===== src/pkg/stmh_regs.svh =====
// Message codes, identify field positions and unit number of the target
`ifndef STMH_REGS_SVH
`define STMH_REGS_SVH

// Message codes on the bus
`define STMH_MSG_COMPLETE    8'h00
`define STMH_MSG_EXTENDED    8'h01
`define STMH_MSG_SAVE_PTR    8'h02
`define STMH_MSG_RESTORE     8'h03
`define STMH_MSG_DISCONNECT  8'h04
`define STMH_MSG_INIT_ERROR  8'h05
`define STMH_MSG_ABORT       8'h06
`define STMH_MSG_REJECT      8'h07
`define STMH_MSG_NOP         8'h08
`define STMH_MSG_PARITY_ERR  8'h09
`define STMH_MSG_LINKED      8'h0A
`define STMH_MSG_LINKED_FLAG 8'h0B
`define STMH_MSG_DEV_RESET   8'h0C
`define STMH_MSG_IDENTIFY    8'h80

// Identify byte layout
`define STMH_ID_FLAG_BIT     7
`define STMH_ID_DISC_BIT     6
`define STMH_ID_RSVD_MSB     5
`define STMH_ID_RSVD_LSB     3
`define STMH_ID_LUN_MSB      2
`define STMH_ID_LUN_LSB      0

// Only logical unit served by this target
`define STMH_LUN             3'h0

`endif


===== src/pkg/stmh_pkg.sv =====
// Types of the tape target message handler
package stmh_pkg;

   typedef enum logic [4:0] {
      ST_IDLE     = 5'h01,
      ST_MIN_REQ  = 5'h02,
      ST_MIN_ACK  = 5'h04,
      ST_MOUT_REQ = 5'h08,
      ST_MOUT_ACK = 5'h10
   } stmh_state_e;

   typedef enum logic [2:0] {
      CMD_SELECTED    = 3'h0,
      CMD_RESELECTED  = 3'h1,
      CMD_COMPLETE    = 3'h2,
      CMD_LINKED      = 3'h3,
      CMD_LINKED_FLAG = 3'h4,
      CMD_DISCONNECT  = 3'h5,
      CMD_RESTORE     = 3'h6
   } stmh_cmd_e;

   // Bus pins as seen by the target, asserted = 1
   typedef struct packed {
      logic       rst;
      logic       atn;
      logic       ack;
      logic       par;
      logic [7:0] data;
   } stmh_bus_in_s;

   // Bus pins driven by the target, asserted = 1
   typedef struct packed {
      logic       bsy;
      logic       req;
      logic       cd;
      logic       io;
      logic       msg;
      logic       data_oe;
      logic       par;
      logic [7:0] data;
   } stmh_bus_out_s;

   typedef struct packed {
      logic      valid;
      stmh_cmd_e cmd;
   } stmh_core_req_s;

   typedef struct packed {
      logic ready;
      logic done;
      logic cmd_phase;
      logic retransmit;
      logic abort;
      logic abort_lun;
      logic dev_reset;
      logic init_reject;
      logic bus_free;
      logic identified;
      logic disc_ok;
   } stmh_core_ans_s;

   typedef struct packed {
      stmh_state_e    st;
      stmh_bus_in_s   s1;
      stmh_bus_in_s   s2;
      stmh_bus_in_s   s3;
      stmh_bus_in_s   pin;
      logic [7:0]     last_in;
      logic [7:0]     rx;
      logic           rx_par;
      logic           first_out;
      logic           chain;
      logic           retx;
      stmh_bus_out_s  bus;
      stmh_core_ans_s ans;
   } stmh_state_s;

endpackage : stmh_pkg


===== src/hdl/stmh_msg_handler.sv =====
// Message phase handler of the tape target on the parallel bus
`timescale 1ns/1ps
`include "stmh_regs.svh"

// Contract
// - Selection with attention: target enters Message Out, initiator sends Identify.
// - First message after selection may be Abort or Bus Device Reset.
// - After reselection the target sends Identify first.
// - After status, send completion 00H, then release busy to Bus Free.
// - Code 01H opens an extended message; synchronous request not supported.
// - Send save-data-pointer 02H before each splitting disconnect.
// - Send disconnect 04H, then release busy.
// - On 05H restore pointers by message, then retransmit.
// - Abort 06H clears this initiator's work, Bus Free, no status.
// - Reject 07H an inappropriate or unsupported received message.
// - To reject, go to Message In and send reject before more requests.
// - After 09H the target returns to Message In and resends.
// - After 0AH or 0BH go to command phase without Bus Free.
// - Bus Device Reset 0CH clears all commands, initial state, Bus Free.
// - Identify: bit 7 one, bits 5..3 zero, bits 2..0 unit number.
// - Disconnect bit of Identify is set only by the initiator.
// - Unit number must be zero; one unit identified per selection.
// - Keep requesting Message Out bytes while attention stays asserted.
module stmh_msg_handler
   import stmh_pkg::*;
(
   input  wire logic           clk,
   input  wire logic           nrst,
   input  wire stmh_bus_in_s   bus_i,
   output      stmh_bus_out_s  bus_o,
   input  wire stmh_core_req_s core_i,
   output      stmh_core_ans_s core_o
);

   stmh_state_s r;
   stmh_state_s next_r;
   logic        rx_good;
   logic        first_ok;
   logic        id_ok;

   // Odd parity bit for a byte
   function automatic logic odd_par(input logic [7:0] b);
      return ~(^b);
   endfunction : odd_par

   // Message In drive of one byte
   function automatic stmh_bus_out_s drive_in(input logic [7:0] b);
      stmh_bus_out_s o;
      o         = '0;
      o.bsy     = 1'b1;
      o.req     = 1'b1;
      o.cd      = 1'b1;
      o.io      = 1'b1;
      o.msg     = 1'b1;
      o.data_oe = 1'b1;
      o.data    = b;
      o.par     = odd_par(b);
      return o;
   endfunction : drive_in

   // Start sending a message byte
   function automatic stmh_state_s send(input stmh_state_s s,
                                        input logic [7:0]  b);
      stmh_state_s t;
      t         = s;
      t.bus     = drive_in(b);
      t.last_in = b;
      t.st      = ST_MIN_REQ;
      return t;
   endfunction : send

   // Request a Message Out byte
   function automatic stmh_state_s recv(input stmh_state_s s);
      stmh_state_s t;
      t         = s;
      t.bus     = '0;
      t.bus.bsy = 1'b1;
      t.bus.req = 1'b1;
      t.bus.cd  = 1'b1;
      t.bus.msg = 1'b1;
      t.st      = ST_MOUT_REQ;
      return t;
   endfunction : recv

   // Release every bus line and forget the connection
   function automatic stmh_state_s go_free(input stmh_state_s s);
      stmh_state_s t;
      t                = s;
      t.bus            = '0;
      t.st             = ST_IDLE;
      t.first_out      = 1'b0;
      t.chain          = 1'b0;
      t.retx           = 1'b0;
      t.ans.identified = 1'b0;
      t.ans.disc_ok    = 1'b0;
      t.ans.bus_free   = 1'b1;
      return t;
   endfunction : go_free

   // End of a message phase: queued disconnect or hand back to the core
   function automatic stmh_state_s finish(input stmh_state_s s);
      stmh_state_s t;
      t = s;
      if (s.chain) begin
         t.chain = 1'b0;
         t       = send(t, `STMH_MSG_DISCONNECT);
      end else begin
         t.bus      = '0;
         t.bus.bsy  = 1'b1;
         t.st       = ST_IDLE;
         t.ans.done = 1'b1;
      end
      return t;
   endfunction : finish

   // Keep requesting while attention stays up, else finish
   function automatic stmh_state_s cont(input stmh_state_s s,
                                        input logic        atn);
      stmh_state_s t;
      if (atn) begin
         t = recv(s);
      end else begin
         t = finish(s);
      end
      return t;
   endfunction : cont

   // Received byte checks
   assign rx_good  = ^{r.rx_par, r.rx};
   assign first_ok = r.rx[`STMH_ID_FLAG_BIT] ||
                     (r.rx == `STMH_MSG_ABORT) ||
                     (r.rx == `STMH_MSG_DEV_RESET);
   assign id_ok    = (r.rx[`STMH_ID_RSVD_MSB:`STMH_ID_RSVD_LSB] == 3'h0) &&
                     (r.rx[`STMH_ID_LUN_MSB:`STMH_ID_LUN_LSB] == `STMH_LUN) &&
                     !r.ans.identified;

   // Next state of the handler
   always_comb begin
      next_r                 = r;
      next_r.s1              = bus_i;
      next_r.s2              = r.s1;
      next_r.s3              = r.s2;
      if (r.s2 == r.s3) begin
         next_r.pin = r.s3;
      end
      next_r.ans.done        = 1'b0;
      next_r.ans.cmd_phase   = 1'b0;
      next_r.ans.retransmit  = 1'b0;
      next_r.ans.abort       = 1'b0;
      next_r.ans.abort_lun   = 1'b0;
      next_r.ans.dev_reset   = 1'b0;
      next_r.ans.init_reject = 1'b0;
      next_r.ans.bus_free    = 1'b0;
      if (r.pin.rst) begin
         next_r               = go_free(next_r);
         next_r.ans.dev_reset = 1'b1;
      end else begin
         case (r.st)
            ST_IDLE: begin
               if (core_i.valid) begin
                  case (core_i.cmd)
                     CMD_SELECTED: begin
                        next_r.bus.bsy   = 1'b1;
                        next_r.first_out = 1'b1;
                        if (r.pin.atn) begin
                           next_r = recv(next_r);
                        end else begin
                           next_r.ans.done = 1'b1;
                        end
                     end
                     CMD_RESELECTED: begin
                        // Bit 6 stays clear on our own Identify
                        next_r = send(next_r, `STMH_MSG_IDENTIFY |
                                      {5'h00, `STMH_LUN});
                        next_r.ans.identified = 1'b1;
                     end
                     CMD_COMPLETE: begin
                        next_r = send(next_r, `STMH_MSG_COMPLETE);
                     end
                     CMD_LINKED: begin
                        next_r = send(next_r, `STMH_MSG_LINKED);
                     end
                     CMD_LINKED_FLAG: begin
                        next_r = send(next_r, `STMH_MSG_LINKED_FLAG);
                     end
                     CMD_DISCONNECT: begin
                        next_r       = send(next_r, `STMH_MSG_SAVE_PTR);
                        next_r.chain = 1'b1;
                     end
                     CMD_RESTORE: begin
                        next_r = send(next_r, `STMH_MSG_RESTORE);
                     end
                     default: begin
                        next_r.ans.done = 1'b1;
                     end
                  endcase
               end
            end
            ST_MIN_REQ: begin
               if (r.pin.ack) begin
                  next_r.bus.req = 1'b0;
                  next_r.st      = ST_MIN_ACK;
               end
            end
            ST_MIN_ACK: begin
               if (!r.pin.ack) begin
                  if (r.pin.atn) begin
                     // Attention raised before ack fell names this byte
                     next_r = recv(next_r);
                  end else if (r.chain) begin
                     next_r = finish(next_r);
                  end else begin
                     case (r.last_in)
                        `STMH_MSG_COMPLETE, `STMH_MSG_DISCONNECT: begin
                           next_r = go_free(next_r);
                        end
                        `STMH_MSG_LINKED, `STMH_MSG_LINKED_FLAG: begin
                           next_r               = finish(next_r);
                           next_r.ans.done      = 1'b0;
                           next_r.ans.cmd_phase = 1'b1;
                        end
                        `STMH_MSG_RESTORE: begin
                           next_r                = finish(next_r);
                           next_r.ans.retransmit = r.retx;
                           next_r.retx           = 1'b0;
                        end
                        default: begin
                           next_r = finish(next_r);
                        end
                     endcase
                  end
               end
            end
            ST_MOUT_REQ: begin
               if (r.pin.ack) begin
                  next_r.rx      = r.pin.data;
                  next_r.rx_par  = r.pin.par;
                  next_r.bus.req = 1'b0;
                  next_r.st      = ST_MOUT_ACK;
               end
            end
            ST_MOUT_ACK: begin
               if (!r.pin.ack) begin
                  if (!rx_good) begin
                     next_r = recv(next_r); // Bad parity, ask again
                  end else if (r.first_out && !first_ok) begin
                     next_r.first_out = 1'b0;
                     next_r = send(next_r, `STMH_MSG_REJECT);
                  end else begin
                     next_r.first_out = 1'b0;
                     if (r.rx[`STMH_ID_FLAG_BIT]) begin
                        if (id_ok) begin
                           next_r.ans.identified = 1'b1;
                           next_r.ans.disc_ok = r.rx[`STMH_ID_DISC_BIT];
                           next_r = cont(next_r, r.pin.atn);
                        end else begin
                           next_r = send(next_r, `STMH_MSG_REJECT);
                        end
                     end else begin
                        case (r.rx)
                           `STMH_MSG_ABORT: begin
                              next_r               = go_free(next_r);
                              next_r.ans.abort     = 1'b1;
                              next_r.ans.abort_lun = r.ans.identified;
                           end
                           `STMH_MSG_DEV_RESET: begin
                              next_r               = go_free(next_r);
                              next_r.ans.dev_reset = 1'b1;
                           end
                           `STMH_MSG_INIT_ERROR: begin
                              next_r.retx = 1'b1;
                              next_r = send(next_r, `STMH_MSG_RESTORE);
                           end
                           `STMH_MSG_REJECT: begin
                              next_r.ans.init_reject = 1'b1;
                              next_r = cont(next_r, r.pin.atn);
                           end
                           `STMH_MSG_NOP: begin
                              next_r = cont(next_r, r.pin.atn);
                           end
                           `STMH_MSG_PARITY_ERR: begin
                              next_r = send(next_r, r.last_in);
                           end
                           default: begin
                              // Extended, unknown rejected
                              next_r = send(next_r, `STMH_MSG_REJECT);
                              // Reject before more requests
                           end
                        endcase
                     end
                  end
               end
            end
            default: begin
               next_r = go_free(next_r);
            end
         endcase
      end
      next_r.ans.ready = (next_r.st == ST_IDLE);
   end

   // State register
   always_ff @(posedge clk or negedge nrst) begin
      if (!nrst) begin
         r           <= '0;
         r.st        <= ST_IDLE;
         r.ans.ready <= 1'b1;
      end else begin
         r <= next_r;
      end
   end

   assign bus_o  = r.bus;
   assign core_o = r.ans;
endmodule : stmh_msg_handler


===== config.mk =====
export PLATFORM = sky130hd
export DESIGN_NAME = stmh_msg_handler
export DESIGN_NICKNAME = d
export VERILOG_FILES = /design/src/pkg/stmh_pkg.sv /design/src/hdl/stmh_msg_handler.sv
export VERILOG_INCLUDE_DIRS = /design/src /design/src/pkg
export SDC_FILE = /design/constraint.sdc
export NUM_CORES = 1
export LEC_CHECK = 0
export BUFFER_PORTS_ARGS = -buffer_cell sky130_fd_sc_hd__buf_2
export CAP_MARGIN = 20
export CORE_MARGIN = 8
export CORE_UTILIZATION = 38
export CTS_BUF_LIST = sky130_fd_sc_hd__clkbuf_8
export DETAILED_ROUTE_END_ITERATION = 10
export GPL_TIMING_DRIVEN = 0
export MAX_ROUTING_LAYER = met4
export PLACE_DENSITY_LB_ADDON = 0.15
export SLEW_MARGIN = 0
export SYNTH_ARGS = -nofsm -noshare
export SYNTH_HDL_FRONTEND = slang
export SYNTH_SLANG_ARGS = --single-unit

===== constraint.sdc =====
create_clock -name clk -period 2.74 [get_ports clk]
set_clock_uncertainty 0.15 [all_clocks]
set_input_delay 0.411 -clock clk [delete_from_list [all_inputs] [get_ports clk]]
set_output_delay 0.411 -clock clk [all_outputs]
set_load 0.02 [all_outputs]

# Word-level counts from Yosys, hierarchy flattened
# Cells that the tools add are included.
[totals]
in_bits = 18
elab_cells = 204
register_bits = 99
out_inout_bits = 26
[op_classes]
bitwise_logic = 4
n_eq_ne = 87
n_mux = 36
n_reduce_logical = 30
[op_table]
columns = ["cell", "count"]
rows = [
  ["99-bit 2-to-1 mux", 8],
  ["89-bit one-hot mux with 7 select lines", 1],
  ["98-bit one-hot mux with 6 select lines", 1],
  ["98-bit 2-to-1 mux", 4],
  ["56-bit one-hot mux with 3 select lines", 1],
  ["96-bit 2-to-1 mux", 1],
  ["24-bit one-hot mux with 4 select lines", 1],
  ["89-bit 2-to-1 mux", 1],
  ["29-bit one-hot mux with 3 select lines", 1],
  ["3-bit inequality test (second input constant)", 20],
  ["17-bit AND reduction", 3],
  ["4-bit inequality test (second input constant)", 12],
  ["8-bit by 4-bit == test with 1-bit output (second input constant)", 5],
  ["20-bit 2-to-1 mux", 2],
  ["9-bit one-hot mux with 4 select lines", 1],
  ["8-bit by 3-bit == test with 1-bit output (second input constant)", 4],
  ["2-bit inequality test (second input constant)", 15],
  ["5-bit inequality test (second input constant)", 5],
  ["5-bit one-hot mux with 5 select lines", 1],
  ["21-bit AND reduction", 1],
  ["18-bit AND reduction", 1],
  ["4-bit one-hot mux with 4 select lines", 1],
  ["16-bit AND reduction", 1],
  ["15-bit AND reduction", 1],
  ["other kinds (41)", 65],
]

# Longest topological paths before layout
[depth]
word_depth = 11
mapped_depth = 10
depth_no_buf = 8

# Worst setup path after synthesis
# Ideal clock, no wire load.
[synth_path]
path_kind = "register -> register"
from = "register r[30] in the netlist's numbering"
to = "register r, in the netlist bus_o[3]"
required_ns = 2.524
period_less_slack_ns = 2.803
n_path_buf = 1
path_stages_with_launch = 10
slack_ns = -0.063
setup_ns = 0.066
arrival_ns = 2.587
cell_sequence = "dfrtp_1 inv_1 ha_1 xnor3_2 xor2_2 o221ai_1 or4_1 buf_2 nor3_4 a221o_1"
[synth_between]
elab_chain_len = 10
word_cells_on_any_way = 22
classes_between = "6 x eq/ne; 8 x mux; 8 x reduce/logical"
[synth_lines]
columns = ["item", "line", "source"]
rows = [
  ["from (decl)", "stmh_msg_handler.sv:35", "stmh_state_s r;"],
  ["from (signal assigned)", "stmh_msg_handler.sv:309", "r <= next_r;"],
  ["parallel branches: the longest is 6 deep, another holds 99-bit 2-to-1 mux", "-", ""],
  ["99-bit 2-to-1 mux *", "stmh_msg_handler.sv:244", "if (!rx_good) begin"],
  ["99-bit 2-to-1 mux *", "stmh_msg_handler.sv:243", "if (!r.pin.ack) begin"],
  ["24-bit one-hot mux with 4 select lines *", "stmh_msg_handler.sv:158", "case (r.st)"],
  ["99-bit 2-to-1 mux *", "stmh_msg_handler.sv:154", "if (r.pin.rst) begin"],
]
# Mark *: on every way between the ends. The select of a mux whose other input is x is not followed.
# A chain may end at the register's enable or synchronous reset.

# Final worst setup path
[layout_path]
from = "register r[31] in the netlist's numbering"
to = "register r[40] in the netlist's numbering"
[layout_between]
elab_chain_len = 9
word_cells_on_any_way = 30
classes_between = "14 x eq/ne; 7 x mux; 9 x reduce/logical"
[layout_lines]
columns = ["item"]
rows = [
  ["parallel branches: the longest is 9 deep, another holds 99-bit 2-to-1 mux"],
]
# Several ways; the timed one is not identified. The select of a mux whose other input is x is not followed.

==> metrics.yaml <==
ys_types: 66
io_buffer_count: 39
min_to: "r[81]"
critPathTopFamily: "XOR/XNOR gates"
gp_congestion: 0.9216
layout-drive-gt1-share: 0.3176
maxCapViolCount: 0
io_pins: 44
worst_slew_pin_slew_ps: 863.9
ant_nets: 0
ys_warn_count: 0
reg2reg_slack_ps: -20
p_leak_nw: 2.833
slew_headroom: 0.4188
power_frac_comb: 0.357
power_frac_seq: 0.408
grt_pass1_wl_mm: 22.90
switching_share: 0.3662
die_area_mm2: 0.01714
syn_to_final_growth_pct: 24.86
fin_setup_tns_ps: -16.74
globalRouteTotalUtil: 0.1851
irDropWorstVdd_mv: 0.3562
setup_viol: 1
htreeDepth: 3
clock_latency_ps: 390
period_share: 1.006
pwr-share-clk: 0.235
start_kind: "register"
worst_slack_ps: -16.74
cp.required_ps: 2880
report.final.slew_viol_count: 0
fmax_mhz: 362.7
cts_inserted_buffers: 9
dr.pass1.iters: 4
vias: 4066
path_max_fanout: 4
cp-end-kind: "register"
r2r_cells: 10
die_h_um: 130.9
path_cells: "inv_1 -> ha_4 -> xnor3_2 -> xor2_4 -> buf_6 -> o221ai_4 -> or4_4 -> buf_12 -> nand2_2 -> o21ai_1"
p_switching_mw: 1.504
internal-power_mw: 2.603
place_ws_ps: -1046
finalCriticalPeriod_ps: 2757
cp_slowest_cell: "or4_4"
cts_tree: "built"
hp-class: "reg2reg"
coreArea_mm2: 0.01309
post_dp_cell_area_mm2: 0.005507
std_cell_rows: 42
hold_slack_ps: 204.3
num-fill-cells: 1240
yosysSeqAreaShare: 0.4842
syn_area_mm2: 0.005019
final_cells: 749
fin_area_mm2: 0.006266
r2r_end: "r[40]"
drt-total-wl_mm: 14.44
syn_inst: 484
crit_path_max_incr_delay_ps: 570
postSynth.asyncResetShare: 1.000
fin_util: 0.4789
grt_max_degree: 70
crit_buf_inv: 3
initial_utilization: 0.3835
synth_top_flop_cell: "dfrtp_1"
hpwl_mm: 10.87
syn_nets: 519
multi_input_area_mm2: 0.002515
crit_type: "reg2reg"
clk_path_buf_depth: 2
clockRootBuffer: "clkbuf_8"
syn_area_per_cell_um2: 10.37
dp_cells: 700
synth_enable_flop_cells: 0
rsz0062_at_grt: "yes"
grt_pass1_vias: 4105
hold_violations: 0
drc: 0
clk_pin_slew_worst_paths_ps: 100
clock-sinks: 97
violations: "negative setup slack"
n_antenna_cell: 0
nets: 603
min_from: "r[93]"
drt_iter0_drc: 198
die_w_um: 130.9
outcome: "finished with violations"
holdPathStages: 0
arrival_ps: 2890
register_area_mm2: 0.002431
pwr_density_cell_mw_per_mm2: 655.4
grt-ovfl-total: 0
wl_per_cell_um: 19.28
ys_seq_elements: 97
r2r_start: "r[31]"
antenna_found_initial: 0
vias_per_cell: 5.429
p_total_mw: 4.107
crit_start: "r[31]"
## cells in the mapped netlist (all sizes together), types with 3 or more instances
cell	count	share of area
dfrtp	95	0.47
buf	32	0.046
nand2	32	0.024
o21ai	28	0.028
nor2	25	0.019
nand3	23	0.023
inv	21	0.016
mux2	20	0.045
ha	17	0.042
xnor2	17	0.030
a21oi	16	0.016
nor3	16	0.020
clkbuf	12	0.0090
a22o	9	0.016
a31oi	9	0.011
o31ai	8	0.012
a211oi	7	0.010
nor4	7	0.0087
and3	6	0.0075
nand4	6	0.0075
xor2	6	0.012
and2	5	0.0062
or4	5	0.0075
nor3b	4	0.0060
o211ai	4	0.0060
a211o	3	0.0052
a21boi	3	0.0045
or2	3	0.0037
## power by group through the flow
stage / Sequential [mW] / Clock (mW) / Combinational [mW]
2_1_floorplan: 1.67 / 0 / 0.894
3_3_place_gp: 1.70 / 0 / 1.30
3_5_place_dp: 1.70 / 0 / 1.30
4_1_cts: 1.67 / 1.01 / 1.38
5_1_grt: 1.69 / 1.07 / 1.59
6_report: 1.68 / 0.967 / 1.46
## metal layers
layer | share of wire | GRT usage
met4 | 0.031 | 0.08170
met3 | 0.042 | 0.02841
met2 | 0.48 | 0.2968
met5 | 0 | -
met1 | 0.44 | 0.2279
## how the worst max path moves through the flow
stage | to | cells after the start
4_1_cts | r[40] | 10
3_3_place_gp | core_o[10] | 8
3_5_place_dp | core_o[10] | 8
2_1_floorplan | bus_o[3] | 9
5_1_grt | r[26] | 8
6_report | r[40] | 10
## kinds of logic (layout without fill, tap and decap cells)
family                   after synthesis  after routing  synth area share
AND/OR/NAND/NOR                      146            146            0.1558
AO/OA/AOI/OAI                        114            114            0.1548
flip-flops                            97             97            0.4842
buffers and inverters                 66            155           0.07155
XOR/XNOR                              24             24           0.04637
multiplexers                          20             20           0.04488
adder cells (fa/ha/maj)               17             17           0.04238
## final cells by class
type                       instances  area share
timing repair buffer              75     0.08566
inverter                          22     0.01398
buffer                            42     0.04353
tap                              176     0.03514
multi-input combinational        321      0.4014
sequential                        97      0.3880
clock inverter                     7     0.01258
clock buffer                       9     0.01977
## placed cells by master (no fill, tap or decap), types with 6 or more instances in the layout
master | Yosys | routed
dfrtp_1 | 95 | 94
buf_4 | 26 | 48
buf_2 | 5 | 41
nand2_1 | 32 | 30
o21ai_0 | 28 | 23
nor2_1 | 25 | 22
inv_1 | 21 | 21
nand3_1 | 23 | 21
mux2_2 | 20 | 20
a21oi_1 | 16 | 16
xnor2_1 | 17 | 16
ha_1 | 17 | 14
dlygate4sd3_1 | 0 | 13
nor3_1 | 14 | 11
clkbuf_1 | 12 | 9
clkbuf_8 | 0 | 9
a22o_1 | 9 | 8
a31oi_1 | 9 | 7
and3_1 | 6 | 6
nand4_1 | 6 | 6
## sequential cells by signal (all words and copies together), names as in the netlist
name    flops
r          73
bus_o      13
core_o     11
## repair_timing
action	4_1_cts	5_1_grt
setup endpoints to repair	31	22
hold buffers	13	0
gates resized for setup	31	30
pin swaps	6	8
hold endpoints to repair	40	0
setup buffers	12	10
Note: power is estimated with default switching activity, not from simulation.
